### src/iad_pkg.sv
// constants and types shared by the interrupt acknowledge and dispatch block
package iad_pkg;
	localparam int unsigned CLK_MHZ = 100;
	localparam logic [15:0] STATE_CYC = 16'h0001;
	localparam int unsigned LATE_STATES = 4;
	localparam logic [7:0] OFF_CTRL = 8'h00;
	localparam logic [7:0] OFF_MASK = 8'h04;
	localparam logic [7:0] OFF_PEND = 8'h08;
	localparam logic [7:0] OFF_SEL = 8'h0C;
	localparam logic [7:0] OFF_DONE = 8'h10;
	localparam logic [7:0] OFF_SRVCFG = 8'h14;
	localparam logic [7:0] OFF_STAT = 8'h18;
	localparam logic [1:0] OFF_CNT_HI = 2'h1;
	localparam int unsigned CTRL_IE = 0;
	localparam int unsigned CTRL_SE = 1;
	localparam int unsigned CTRL_MODE1M = 2;
	localparam int unsigned CTRL_XSTK = 3;
	localparam int unsigned CFG_BLOCK = 0;
	localparam int unsigned CFG_MOVE_LO = 1;
	localparam int unsigned CFG_LEN_LO = 8;
	localparam logic [3:0] RST_CTRL = 4'h0;
	localparam logic [15:0] RST_MASK = 16'h0000;
	localparam logic [15:0] RST_PEND = 16'h0000;
	localparam logic [15:0] RST_SEL = 16'h0000;
	localparam logic [15:0] RST_DONE = 16'h0000;
	localparam logic [15:0] RST_SRVCFG = 16'h0000;
	localparam logic [7:0] RST_CNT = 8'h00;
	localparam logic [3:0] SRC_NMI = 4'hF;
	localparam logic [15:0] SEL_WRITABLE = 16'h5FFF;
	localparam logic [15:0] SRC_VALID = 16'hDFFF;
	localparam logic [15:0] STD_64_INT = 16'h000B;
	localparam logic [15:0] STD_64_EXT = 16'h000D;
	localparam logic [15:0] STD_1M_INT = 16'h000F;
	localparam logic [15:0] STD_1M_EXT = 16'h0012;
	localparam logic [15:0] SGL_RR = 16'h0012;
	localparam logic [15:0] SGL_MR = 16'h0015;
	localparam logic [15:0] SGL_MM = 16'h0018;
	localparam logic [15:0] SGL_EXTRA = 16'h0001;
	localparam logic [15:0] BLK_RR = 16'h000D;
	localparam logic [15:0] BLK_MR = 16'h0010;
	localparam logic [15:0] BLK_MM = 16'h0013;
	localparam logic [15:0] BLK_PER = 16'h0007;
	localparam logic [1:0] RESP_OKAY = 2'h0;
	localparam logic [1:0] RESP_SLVERR = 2'h2;
	typedef enum logic [1:0] {IAD_MOVE_RR, IAD_MOVE_MR, IAD_MOVE_MM} iad_move_t;
	typedef enum logic [1:0] {IAD_IDLE, IAD_STD_CALL, IAD_SERVER} iad_state_t;
endpackage : iad_pkg

### src/iad_prio_enc.sv
// priority encoder: index of the highest set request bit
module iad_prio_enc #(
	parameter int unsigned W = 32
) (
	input wire logic [W-1:0] req,
	output logic any,
	output logic [$clog2(W)-1:0] idx
);
	always_comb begin
		any = 1'b0;
		idx = '0;
		for (int i = 0; i < W; i++) begin
			if (req[i]) begin
				any = 1'b1;
				idx = i[$clog2(W)-1:0];
			end
		end
	end
endmodule : iad_prio_enc

### src/iad_dispatch.sv
// interrupt acknowledge and dispatch with axi4-lite register slave
// Overview of operation
// - ack only at instruction end; requests in last four states wait one more
// - standard ack clears the pending bit and forces the vector call
// - server ack vectors at once to the server control block
// - prefix, protected and read-modify-write instructions defer ack past next instruction
// - after unimplemented-opcode or trap, no ack until next instruction executed
// - a server cycle, whole block included, is never interrupted
// - 64k mode vector call costs 11 internal-stack or 13 external-stack states
// - 1m mode vector call costs 15 internal-stack or 18 external-stack states
// - single transfer costs 18, 21 or 24 states per item plus one
// - block transfer costs 13, 16 or 19 plus 7 per item, one minimum
// - set mask bit enables a source; nmi bit does not gate nmi
// - mask set and select clear gives standard; both set gives server
// - with interrupts disabled servers still run; done requests are not serviced
// - requests set pending bits even while interrupts are disabled
// - mask bit 0 gates the shared event-array interrupt
// - nmi above all server requests, server above all standard
// - count reaching zero sets the done request, served as standard
//
// Decided for this implementation: the register addresses and the AXI4-Lite interface to the registers.
module iad_dispatch (
	input wire logic clk,
	input wire logic reset,
	input wire logic [15:0] irq_req,
	input wire logic instr_done,
	input wire logic instr_last_states,
	input wire logic instr_deferring,
	input wire logic instr_trap,
	output logic cpu_hold,
	output logic ack,
	output logic [3:0] ack_source,
	output logic ack_server,
	input wire logic [7:0] s_axi_awaddr,
	input wire logic s_axi_awvalid,
	output logic s_axi_awready,
	input wire logic [31:0] s_axi_wdata,
	input wire logic [3:0] s_axi_wstrb,
	input wire logic s_axi_wvalid,
	output logic s_axi_wready,
	output logic [1:0] s_axi_bresp,
	output logic s_axi_bvalid,
	input wire logic s_axi_bready,
	input wire logic [7:0] s_axi_araddr,
	input wire logic s_axi_arvalid,
	output logic s_axi_arready,
	output logic [31:0] s_axi_rdata,
	output logic [1:0] s_axi_rresp,
	output logic s_axi_rvalid,
	input wire logic s_axi_rready
);
	import iad_pkg::*;

	function automatic logic [15:0] iad_merge(input logic [15:0] old, input logic [15:0] d, input logic [1:0] s);
		iad_merge = {s[1] ? d[15:8] : old[15:8], s[0] ? d[7:0] : old[7:0]};
	endfunction : iad_merge

	function automatic logic [15:0] iad_std_cost(input logic m1m, input logic xstk);
		logic [15:0] st;
		st = m1m ? (xstk ? STD_1M_EXT : STD_1M_INT) : (xstk ? STD_64_EXT : STD_64_INT);
		iad_std_cost = 16'(st * STATE_CYC);
	endfunction : iad_std_cost

	function automatic logic [15:0] iad_srv_cost(input logic blk, input logic [1:0] mv, input logic [7:0] len);
		logic [15:0] st;
		logic [15:0] items;
		items = (len == 8'h00) ? 16'h0001 : {8'h00, len};
		if (blk) begin
			st = (mv == IAD_MOVE_RR) ? BLK_RR : (mv == IAD_MOVE_MR) ? BLK_MR : BLK_MM;
			st = 16'(st + 16'(BLK_PER * items));
		end else begin
			st = (mv == IAD_MOVE_RR) ? SGL_RR : (mv == IAD_MOVE_MR) ? SGL_MR : SGL_MM;
			st = 16'(st + SGL_EXTRA);
		end
		iad_srv_cost = 16'(st * STATE_CYC);
	endfunction : iad_srv_cost

	logic [3:0] ctrl;
	logic [15:0] mask;
	logic [15:0] pend;
	logic [15:0] sel;
	logic [15:0] done;
	logic [15:0] srvcfg;
	logic [7:0] cnt [16];
	logic [15:0] fresh;
	logic [15:0] left;
	iad_state_t state;
	logic aw_held;
	logic w_held;
	logic [7:0] aw_addr;
	logic [31:0] w_data;
	logic [3:0] w_strb;

	// bus slave
	wire wr_fire = aw_held && w_held && !s_axi_bvalid;
	wire rd_fire = s_axi_arvalid && s_axi_arready;
	wire [15:0] wd = w_data[15:0];
	wire wr_ctrl = wr_fire && aw_addr == OFF_CTRL;
	wire wr_mask = wr_fire && aw_addr == OFF_MASK;
	wire wr_pend = wr_fire && aw_addr == OFF_PEND;
	wire wr_sel = wr_fire && aw_addr == OFF_SEL;
	wire wr_done = wr_fire && aw_addr == OFF_DONE;
	wire wr_cfg = wr_fire && aw_addr == OFF_SRVCFG;
	wire wr_cnt = wr_fire && aw_addr[7:6] == OFF_CNT_HI && aw_addr[1:0] == 2'h0;
	wire wr_hit = wr_ctrl | wr_mask | wr_pend | wr_sel | wr_done | wr_cfg | wr_cnt;
	wire wr_stat = wr_fire && aw_addr == OFF_STAT;
	wire [7:0] ra = s_axi_araddr;
	wire rd_cnt = ra[7:6] == OFF_CNT_HI && ra[1:0] == 2'h0;
	wire rd_hit = rd_cnt || ra == OFF_CTRL || ra == OFF_MASK || ra == OFF_PEND || ra == OFF_SEL
		|| ra == OFF_DONE || ra == OFF_SRVCFG || ra == OFF_STAT;
	wire [15:0] stat = {8'h00, ack_server, ack_source, 1'b0, state};
	wire [15:0] rd_word = rd_cnt ? {8'h00, cnt[ra[5:2]]} :
		ra == OFF_CTRL ? {12'h000, ctrl} :
		ra == OFF_MASK ? mask :
		ra == OFF_PEND ? pend :
		ra == OFF_SEL ? sel :
		ra == OFF_DONE ? done :
		ra == OFF_SRVCFG ? srvcfg : stat;

	assign s_axi_awready = !aw_held && !s_axi_bvalid;
	assign s_axi_wready = !w_held && !s_axi_bvalid;
	assign s_axi_arready = !s_axi_rvalid;

	always_ff @(posedge clk) begin
		if (reset) begin
			aw_held <= 1'b0;
			w_held <= 1'b0;
			aw_addr <= 8'h00;
			w_data <= 32'h00000000;
			w_strb <= 4'h0;
			s_axi_bvalid <= 1'b0;
			s_axi_bresp <= RESP_OKAY;
		end else begin
			if (s_axi_awvalid && s_axi_awready) begin
				aw_held <= 1'b1;
				aw_addr <= s_axi_awaddr;
			end
			if (s_axi_wvalid && s_axi_wready) begin
				w_held <= 1'b1;
				w_data <= s_axi_wdata;
				w_strb <= s_axi_wstrb;
			end
			if (wr_fire) begin
				aw_held <= 1'b0;
				w_held <= 1'b0;
				s_axi_bvalid <= 1'b1;
				s_axi_bresp <= (wr_hit || wr_stat) ? RESP_OKAY : RESP_SLVERR;
			end else if (s_axi_bready) begin
				s_axi_bvalid <= 1'b0;
			end
		end
	end

	always_ff @(posedge clk) begin
		if (reset) begin
			s_axi_rvalid <= 1'b0;
			s_axi_rdata <= 32'h00000000;
			s_axi_rresp <= RESP_OKAY;
		end else if (rd_fire) begin
			s_axi_rvalid <= 1'b1;
			s_axi_rdata <= {16'h0000, rd_hit ? rd_word : 16'h0000};
			s_axi_rresp <= rd_hit ? RESP_OKAY : RESP_SLVERR;
		end else if (s_axi_rready) begin
			s_axi_rvalid <= 1'b0;
		end
	end

	// candidates and priority
	wire ie = ctrl[CTRL_IE];
	wire se = ctrl[CTRL_SE];
	wire [15:0] live = pend & ~fresh & SRC_VALID;
	wire nmi_c = live[SRC_NMI];
	wire [15:0] srv_c = live & mask & sel & SEL_WRITABLE & {16{se}};
	wire [15:0] std_c = ((live & ~sel) | done) & mask & ~16'h8000 & {16{ie}};
	wire [31:0] cand = {nmi_c, srv_c[14:0], 1'b0, std_c[14:0]};
	wire pe_any;
	wire [4:0] pe_idx;

	iad_prio_enc #(.W(32)) u_prio (
		.req(cand),
		.any(pe_any),
		.idx(pe_idx)
	);

	wire ack_ok = instr_done && !instr_deferring && !instr_trap && state == IAD_IDLE;
	wire take = ack_ok && pe_any;
	wire [3:0] src = pe_idx[3:0];
	wire take_srv = take && pe_idx[4] && src != SRC_NMI;
	wire take_std = take && !take_srv;
	wire done_hit = take_std && done[src];
	wire cnt_zero = cnt[src] <= 8'h01;
	wire [15:0] src_bit = 16'h0001 << src;
	wire [15:0] clr_pend = (take && !done_hit) ? src_bit : 16'h0000;
	wire [15:0] clr_done = done_hit ? src_bit : 16'h0000;
	wire [15:0] hw_done = (take_srv && cnt_zero) ? src_bit : 16'h0000;
	wire [15:0] pend_sw = wr_pend ? iad_merge(pend, wd, w_strb[1:0]) : pend;
	wire [15:0] done_sw = wr_done ? done & ~iad_merge(16'h0000, wd, w_strb[1:0]) : done;
	wire [15:0] sel_sw = wr_sel ? iad_merge(sel, wd, w_strb[1:0]) & SEL_WRITABLE : sel;
	wire [15:0] next_pend = ((pend_sw & ~clr_pend) | irq_req) & SRC_VALID;
	wire [15:0] next_done = (done_sw & ~clr_done) | hw_done;
	wire [15:0] next_sel = sel_sw & ~hw_done;
	wire [15:0] next_fresh = instr_done ? 16'h0000 : fresh | (irq_req & {16{instr_last_states}});
	wire [15:0] std_cost = iad_std_cost(ctrl[CTRL_MODE1M], ctrl[CTRL_XSTK]);
	wire [15:0] srv_cost = iad_srv_cost(srvcfg[CFG_BLOCK], srvcfg[CFG_MOVE_LO +: 2], srvcfg[CFG_LEN_LO +: 8]);

	assign cpu_hold = take || state != IAD_IDLE;

	always_ff @(posedge clk) begin
		if (reset) begin
			ctrl <= RST_CTRL;
			mask <= RST_MASK;
			srvcfg <= RST_SRVCFG;
			pend <= RST_PEND;
			sel <= RST_SEL;
			done <= RST_DONE;
			fresh <= 16'h0000;
		end else begin
			if (wr_ctrl) ctrl <= wd[3:0];
			if (wr_mask) mask <= iad_merge(mask, wd, w_strb[1:0]);
			if (wr_cfg) srvcfg <= iad_merge(srvcfg, wd, w_strb[1:0]);
			pend <= next_pend;
			sel <= next_sel;
			done <= next_done;
			fresh <= next_fresh;
		end
	end

	always_ff @(posedge clk) begin
		if (reset) begin
			for (int i = 0; i < 16; i++) cnt[i] <= RST_CNT;
		end else begin
			if (take_srv && cnt[src] != 8'h00) cnt[src] <= cnt[src] - 8'h01;
			if (wr_cnt) cnt[aw_addr[5:2]] <= wd[7:0];
		end
	end

	always_ff @(posedge clk) begin
		if (reset) begin
			state <= IAD_IDLE;
			left <= 16'h0000;
			ack <= 1'b0;
			ack_source <= 4'h0;
			ack_server <= 1'b0;
		end else begin
			ack <= take;
			if (take) begin
				ack_source <= src;
				ack_server <= take_srv;
			end
			case (state)
				IAD_IDLE: begin
					if (take) begin
						state <= take_srv ? IAD_SERVER : IAD_STD_CALL;
						left <= take_srv ? srv_cost : std_cost;
					end
				end
				IAD_STD_CALL, IAD_SERVER: begin
					left <= 16'(left - 16'h0001);
					if (left == 16'h0001) state <= IAD_IDLE;
				end
				default: begin
					state <= IAD_IDLE;
					left <= 16'h0000;
				end
			endcase
		end
	end

	property p_ack_at_end;
		@(posedge clk) disable iff (reset) ack |-> $past(instr_done) && !$past(fresh[src]);
	endproperty
	a_ack_at_end: assert property (p_ack_at_end) else $error("ack not at instruction end");
	property p_defer;
		@(posedge clk) disable iff (reset) instr_done && instr_deferring |=> !ack;
	endproperty
	a_defer: assert property (p_defer) else $error("ack after deferring instruction");
	property p_trap;
		@(posedge clk) disable iff (reset) instr_done && instr_trap |=> !ack;
	endproperty
	a_trap: assert property (p_trap) else $error("ack right after trap");
	property p_std_clear;
		@(posedge clk) disable iff (reset)
			take_std && !done_hit && !irq_req[src] && !wr_pend |=> !pend[ack_source];
	endproperty
	a_std_clear: assert property (p_std_clear) else $error("pending bit not cleared");
	property p_no_nest;
		@(posedge clk) disable iff (reset) state != IAD_IDLE |-> !take;
	endproperty
	a_no_nest: assert property (p_no_nest) else $error("ack during service");
	property p_std_cost;
		@(posedge clk) disable iff (reset) take_std |=> left == $past(std_cost) && state == IAD_STD_CALL;
	endproperty
	a_std_cost: assert property (p_std_cost) else $error("wrong vector call cost");
	property p_srv_cost;
		@(posedge clk) disable iff (reset) take_srv |=> left == $past(srv_cost) && state == IAD_SERVER;
	endproperty
	a_srv_cost: assert property (p_srv_cost) else $error("wrong server cycle cost");
	property p_mask;
		@(posedge clk) disable iff (reset)
			take && src != SRC_NMI |-> mask[src] && (take_srv ? sel[src] : (!sel[src] || done_hit));
	endproperty
	a_mask: assert property (p_mask) else $error("masked or misrouted source taken");
	property p_ie;
		@(posedge clk) disable iff (reset) take_std && src != SRC_NMI |-> ie;
	endproperty
	a_ie: assert property (p_ie) else $error("standard ack while disabled");
	property p_pend;
		@(posedge clk) disable iff (reset)
			irq_req != 16'h0000 |=> (pend & $past(irq_req & SRC_VALID)) == $past(irq_req & SRC_VALID);
	endproperty
	a_pend: assert property (p_pend) else $error("request lost");
	property p_prio;
		@(posedge clk) disable iff (reset) take && nmi_c |-> src == SRC_NMI ##1 ack && !ack_server;
	endproperty
	a_prio: assert property (p_prio) else $error("nmi not first");
	property p_done;
		@(posedge clk) disable iff (reset) take_srv && cnt_zero && !wr_sel |=> done[ack_source] && !sel[ack_source];
	endproperty
	a_done: assert property (p_done) else $error("count end not handled");
	property p_fresh;
		@(posedge clk) disable iff (reset)
			instr_last_states && !instr_done && irq_req != 16'h0000 |=> (fresh & $past(irq_req)) == $past(irq_req);
	endproperty
	a_fresh: assert property (p_fresh) else $error("late request not held back");
	property p_srv_path;
		@(posedge clk) disable iff (reset) take_srv |=> ack && ack_server && state == IAD_SERVER;
	endproperty
	a_srv_path: assert property (p_srv_path) else $error("server ack not vectored at once");
	property p_busy;
		@(posedge clk) disable iff (reset) state != IAD_IDLE && left != 16'h0001 |=> state == $past(state);
	endproperty
	a_busy: assert property (p_busy) else $error("service cycle ended early");
	property p_srv_first;
		@(posedge clk) disable iff (reset) take && !nmi_c && srv_c != 16'h0000 |-> take_srv;
	endproperty
	a_srv_first: assert property (p_srv_first) else $error("standard taken over server");
	property p_sel_rsvd;
		@(posedge clk) disable iff (reset) (sel & ~SEL_WRITABLE) == 16'h0000;
	endproperty
	a_sel_rsvd: assert property (p_sel_rsvd) else $error("reserved select bit set");
	c_std: cover property (@(posedge clk) disable iff (reset) take_std ##1 cpu_hold[*8]);
	c_srv: cover property (@(posedge clk) disable iff (reset) take_srv && cnt_zero);
	c_late: cover property (@(posedge clk) disable iff (reset) instr_done && fresh != 16'h0000);
	c_done: cover property (@(posedge clk) disable iff (reset) done_hit);
	c_nmi: cover property (@(posedge clk) disable iff (reset) take && nmi_c);
endmodule : iad_dispatch

### config.mk
export PLATFORM = sky130hd
export DESIGN_NAME = iad_dispatch
export DESIGN_NICKNAME = d
export VERILOG_FILES = /design/src/iad_pkg.sv /design/src/iad_prio_enc.sv /design/src/iad_dispatch.sv
export SDC_FILE = /design/constraint.sdc
export NUM_CORES = 1
export LEC_CHECK = 0
export BUFFER_PORTS_ARGS = -buffer_cell sky130_fd_sc_hd__buf_2
export CORE_MARGIN = 3
export CORE_UTILIZATION = 45
export CTS_CLUSTER_SIZE = 25
export DETAILED_ROUTE_END_ITERATION = 16
export PLACE_DENSITY_LB_ADDON = 0.15
export SYNTH_ARGS = -nofsm -noshare
export SYNTH_HDL_FRONTEND = slang
export SYNTH_SLANG_ARGS = --single-unit
### constraint.sdc
create_clock -name clk -period 13.5 [get_ports clk]
set_input_delay 0.675 -clock clk [delete_from_list [all_inputs] [get_ports clk]]
set_output_delay 0.675 -clock clk [all_outputs]
set_load 0.1 [all_outputs]
### Yosys cells after proc, flatten, opt, wreduce, memory -nomap -nowiden

Memory sizes are Yosys's and may differ from the RTL's.
Cells that the tools add are included.

* $mul: 1
* bitwise logic cells: 28
* multiplexer cells: 119
* add/sub/neg operators: 4
* eq/ne operators: 21
* shift-type cells: 1
* reduce and logical (&&, ||, !) cells: 66
* order comparisons: 2

Operators with widths (count)
* $mux W16: 16
* $and A16 B16 Y16: 6
* $mux W5: 19
* $and A15 B15 Y15: 6
* $not A16 Y16: 5
* $mux W8: 8
* $eq A8 B5 Y1 const B: 6
* $or A16 B16 Y16: 3
* $mux W1: 47
* $mux W4: 11
* $eq A8 B4 Y1 const B: 4
* $pmux W16 S2: 1
* $logic_and A1 B1 Y1: 28
* $logic_not A8 Y1: 3
* $eq A16 B1 Y1 const B: 1
* $eq A8 B3 Y1 const B: 2
* $mux W2: 8
* $reduce_or A8 Y1: 2
* $shl A1 B4 Y16 const A: 1
* $sub A16 B1 Y16 const B: 1
* $mux W3: 5
* $not A15 Y15: 1
* $or A15 B15 Y15: 1
* $add A5 B11 Y12: 1
* 21 further kinds: 56

* memory bits (writable): 128
* output and inout port bits: 48
* memories: 1
* input port bits: 79
* register bits: 174
* word-level logic and storage cells: 268

Memory list
* cnt: depth 16, width 8, rd ports 2, clocked after Yosys merged registers in 0, wr ports 16, RTL line iad_dispatch.sv:84 `logic [7:0] cnt [16];`

### Logic depth before layout (Yosys ltp)

* depth in word-level cells: 49
* mapped depth: 22
* mapped depth without buffers: 22

### Modules after synthesis

From an unflattened synthesis, not the netlist that was laid out.

* cells, all modules: 1863
* area total of the unflattened synthesis: 17903.4 um2

By module, submodules not included
* iad_dispatch: seq. area each 7247.0 um2, area an instance 17545.6 um2, times used 1, cells an instance 1801
* iad_prio_enc: seq. area each 0.0 um2, area an instance 357.8 um2, times used 1, cells an instance 62

### Worst setup path after synthesis

No wires, ideal clock.

* path type: register to register
* start point: register pend[11]
* end point: memory cnt[14][0], enable pin
* library setup time: 0.384 ns
* data arrival time: 3.854 ns
* path slack: 9.262 ns
* buffers on the path: 2
* period minus slack after synthesis: 4.238 ns
* stages on the path, launching flop included: 17
* data required time: 13.116 ns
* path through: dfxtp_1 nor3b_1 o211a_1 nor4_4 a2111oi_4 or3_1 buf_4 nand2_1 o22a_1 o22ai_1 a2111oi_2 inv_1 ha_1 nand4b_4 buf_4 nand2_1 o21ai_0

RTL lines
* from (decl): RTL line iad_dispatch.sv:80 `logic [15:0] pend;`
* from (signal assigned): RTL line iad_dispatch.sv:221 `pend <= next_pend;`
* to (decl): RTL line iad_dispatch.sv:84

==> Implementation_results.wiki <==
{| class="wikitable"
! Metric !! Value
|-
| Status || finished clean
|-
| Top-area cell type share of the netlist area || 0.214
|-
| Routed Antenna Nets || 0
|-
| Global placement routability congestion || between 1 and 1.5
|-
| Dpl hpwl || ~47,000 um
|-
| Placed cell count || about 2,400
|-
| Highest fanout seen on the critical path || 22
|-
| Average detailed-routed wire length per instance || around 27 um
|-
| Launching element type of the critical path || register
|-
| DR vias || roughly 16,000
|-
| Category of the most critical setup path || register to register
|-
| Port Buffer Count || 89
|-
| Antenna violations before repair || 1
|-
| Critical path cell sequence || o211ai_1 -> a21oi_1 -> nand3_1 -> o211ai_2 -> nand2_2 -> nor2_1 -> a21oi_1 -> a22o_1 -> nor3_1 -> nand4b_4 -> nand2_1 -> o21ai_0
|-
| Yosys top cell by area || edfxtp_1
|-
| Detailed Route Iter0 Violations || approximately 2,300
|-
| Number of enable flip-flop cells after synthesis || 128
|-
| Clock input transition at the sequential cells of the worst setup and hold paths || roughly 0.060 ns
|-
| Minimum clock period after layout || 6.91 ns
|-
| Final setup violation count || 0
|-
| Worst Slack Setup Final || between 6 and 7 ns
|-
| Setup slack after placement || approximately 7 ns
|-
| Max-capacitance violation count || 0
|-
| Sequential-to-total area share from yosys stat || 0.403
|-
| Worst min-delay path endpoint || s_axi_rvalid
|-
| Number of instances on the worst hold path || 2
|-
| Height of the die || ~200 um
|-
| Via count of the first global-routing pass || between 15,000 and 20,000
|-
| Post-Layout Cell Count || 2,486
|-
| Kind of path behind the tightest hold check || primary input to register
|-
| Total number of yosys warnings || 0
|-
| Number of buffers between clock root and the deepest sink || 3
|-
| Worst flop-to-flop path startpoint || ctrl[0]
|-
| CTS tree || done
|-
| Number of gates given a new drive strength after cts || 0
|-
| Number of hold buffers added after CTS || 0
|-
| HP Start || s_axi_rready
|-
| Max-slew headroom || 0.0747
|-
| RSZ-0062 raised after global routing || no
|-
| Overall routed net length || a little under 70,000 um
|-
| Deepest level of the CTS H-tree || 2
|-
| Accumulated negative setup slack || 0 ns
|-
| CTS Root Cell || clkbuf_16
|-
| # IOs || 127
|-
| Commonest non-fill, non-tap cell in the layout || nand2_1
|-
| Largest stage delay on the critical path || 1.27 ns
|-
| Drt drc || 0
|-
| Maximum number of pins on one net before global-route repair || between 90 and 100
|-
| Hold violation count in the final report || 0
|-
| Hold_ws || between 0.3 and 0.4 ns
|-
| Post-synthesis area per instance || about 9.3 um^2
|-
| Combined global-route utilization of all metal layers || 0.312
|-
| DR pass1 iterations || 6
|-
| Die boundary width || between 200 and 250 um
|-
| Number of cells on the worst reg-to-reg path || 12
|-
| Pins over their slew limit || 0
|-
| Post-layout net count || roughly 2,100
|-
| Post-CTS setup buffer count || 0
|-
| Worst ir drop on vdd || between 70 and 80 uV
|-
| Reg2Reg Capture Point || cnt[14][4]
|-
| Initial Utilization || 0.460
|-
| Count of standard-cell rows || 72
|-
| Diode insertion count for antenna repair || 0
|-
| Worst-case register-to-register setup slack || 6.59 ns
|-
| Clock latency of the later-clocked register in the worst-skew pair || ~0.56 ns
|-
| Data required, critical path || 13.65 ns
|-
| Critical Path AT || between 7 and 8 ns
|-
| Critical path's top delay family || simple AND/OR/NAND/NOR gates
|-
| Power density over the cells || 122 nW/um^2
|-
| Post-route clock period utilization || 0.512
|-
| Sink count of the clock tree || 298
|-
| Buffering stage count on the worst path with inverters included || 0
|-
| Vias per cell || about 6.6
|-
| Ys flop type || dfxtp_1
|-
| F_max || approximately 0.14 GHz
|-
| LEAKAGE || between 7 and 8 nW
|-
| Remaining Overflow, GRT || 0
|-
| Syn Std Cell Area || ~18,000 um^2
|-
| Commonest cells after routing, fill and taps aside || 233 x nand2_1, 170 x dfxtp_1, 160 x a21oi_1
|-
| Share of cells above drive strength 1 || 0.152
|-
| #FFs+latches synth || between 200 and 300
|-
| Instance count of the mapped netlist || a little under 2,000
|-
| Area growth from synthesis to final layout || 10.4%
|-
| Critical Path Sink Type || register
|-
| Worst clock skew || 0.0237 ns
|-
| Most frequent cell on the critical path || a21oi_1
|-
| First-pass GRT wire length || around 100,000 um
|-
| Core Box Area || 39,100 um^2
|-
| Least-Margin Pin Slew || about 1.4 ns
|-
| Final-layout fill cell count || between 3,000 and 4,000
|-
| Die area || ~42,000 um^2
|-
| Async SR Flop Fraction || 0
|-
| Synth area leaders || edfxtp_1 21%, dfxtp_1 19%, mux4_2 5.1%, nand2_1 4.9%, a21oi_1 4.5%
|-
| Number of distinct library cells after synthesis || 93
|-
| Crit path max-delay cell type || o21ai_0
|-
| CTS buffer count || 36
|}
## report_power, final
part	switching, mW	internal (mW)	total (mW)
clock network	0.399	0.604	1.00
registers	0.0369	0.970	1.01
logic	0.304	0.118	0.422
## flip-flops by register name, indices dropped and copies added (netlist names), 2 cells and up
name,cells
sel,16
ack_source,4
s_axi_rdata,16
pend,15
aw_addr,8
done,16
ctrl,4
srvcfg,16
w_strb,2
w_data,16
left,16
state,2
mask,16
cnt,128
fresh,15
## worst register-to-register path: cells and delay by family, from the launching register on
| kind | cells | cell delay (ns) |
|---|---|---|
| AO/OA/AOI/OAI | 6 | 2.66 |
| AND/OR/NAND/NOR | 6 | 2.93 |
| flip-flops | 1 | 0.92 |
## worst max-delay path by stage
stage / startpoint / endpoint / slack (ns) / cells after the start
2_1_floorplan: pend[11] / cnt[14][0] / 9.26 / 16
3_3_place_gp: ctrl[0] / cnt[14][4] / 7.00 / 12
3_5_place_dp: ctrl[0] / cnt[14][4] / 7.01 / 12
4_1_cts: ctrl[0] / cnt[14][7] / 6.98 / 12
5_1_grt: ctrl[0] / cnt[14][4] / 6.51 / 12
6_report: ctrl[0] / cnt[14][4] / 6.59 / 12
## metal layers
layer	track usage	routed length (um)	up-vias	part of all wire
met2	0.445	27500	1075	0.41
met5	0	12	-	0.00018
met3	0.0800	8650	195	0.13
met1	0.453	28200	7931	0.42
met4	0.120	2860	2	0.043
li1	-	-	7208	-
## synthesized netlist by cell type, drive strengths merged, types with 32 or more instances
library cell / count
nand2: 236
dfxtp: 170
a21oi: 161
nor2: 151
edfxtp: 128
clkbuf: 105
o21ai: 75
nand3: 65
a22o: 59
buf: 59
inv: 57
nor3: 52
a32o: 47
mux2i: 45
mux4: 41
o211ai: 38
ha: 33
and2: 32
nand4: 32
## through the flow
stage               utilization  area (um^2)  power (mW)
finish                    0.508        19900        2.43
global route              0.508        19900        2.50
CTS                       0.508        19800        2.42
detailed placement        0.476        18600        1.43
global placement          0.476        18600        1.43
floorplan                     -        18000        1.30
## cell type report
type | count | area, um^2 | area share
flip-flops and latches | 298 | 7250 | 0.365
clock inverters | 8 | 83.8 | 0.00422
well taps | 518 | 648 | 0.0326
multi-input cells | 1428 | 9830 | 0.495
repair buffers | 121 | 692 | 0.0349
clock buffers | 56 | 1140 | 0.0575
inverters | 57 | 214 | 0.0108
## cell families (layout without fill, tap and decap cells)
logic type | Yosys count | after routing | share of synthesized area
AND/OR/NAND/NOR | 690 | 690 | 0.189
AO/OA/AOI/OAI | 541 | 541 | 0.214
flip-flops | 298 | 298 | 0.403
buffers and inverters | 221 | 242 | 0.0557
multiplexers | 116 | 116 | 0.0952
adder cells (fa/ha/maj) | 40 | 40 | 0.0308
XOR/XNOR | 23 | 23 | 0.0125
other | 1 | 18 | 0.000209
Note: power is estimated with default switching activity, not from simulation.
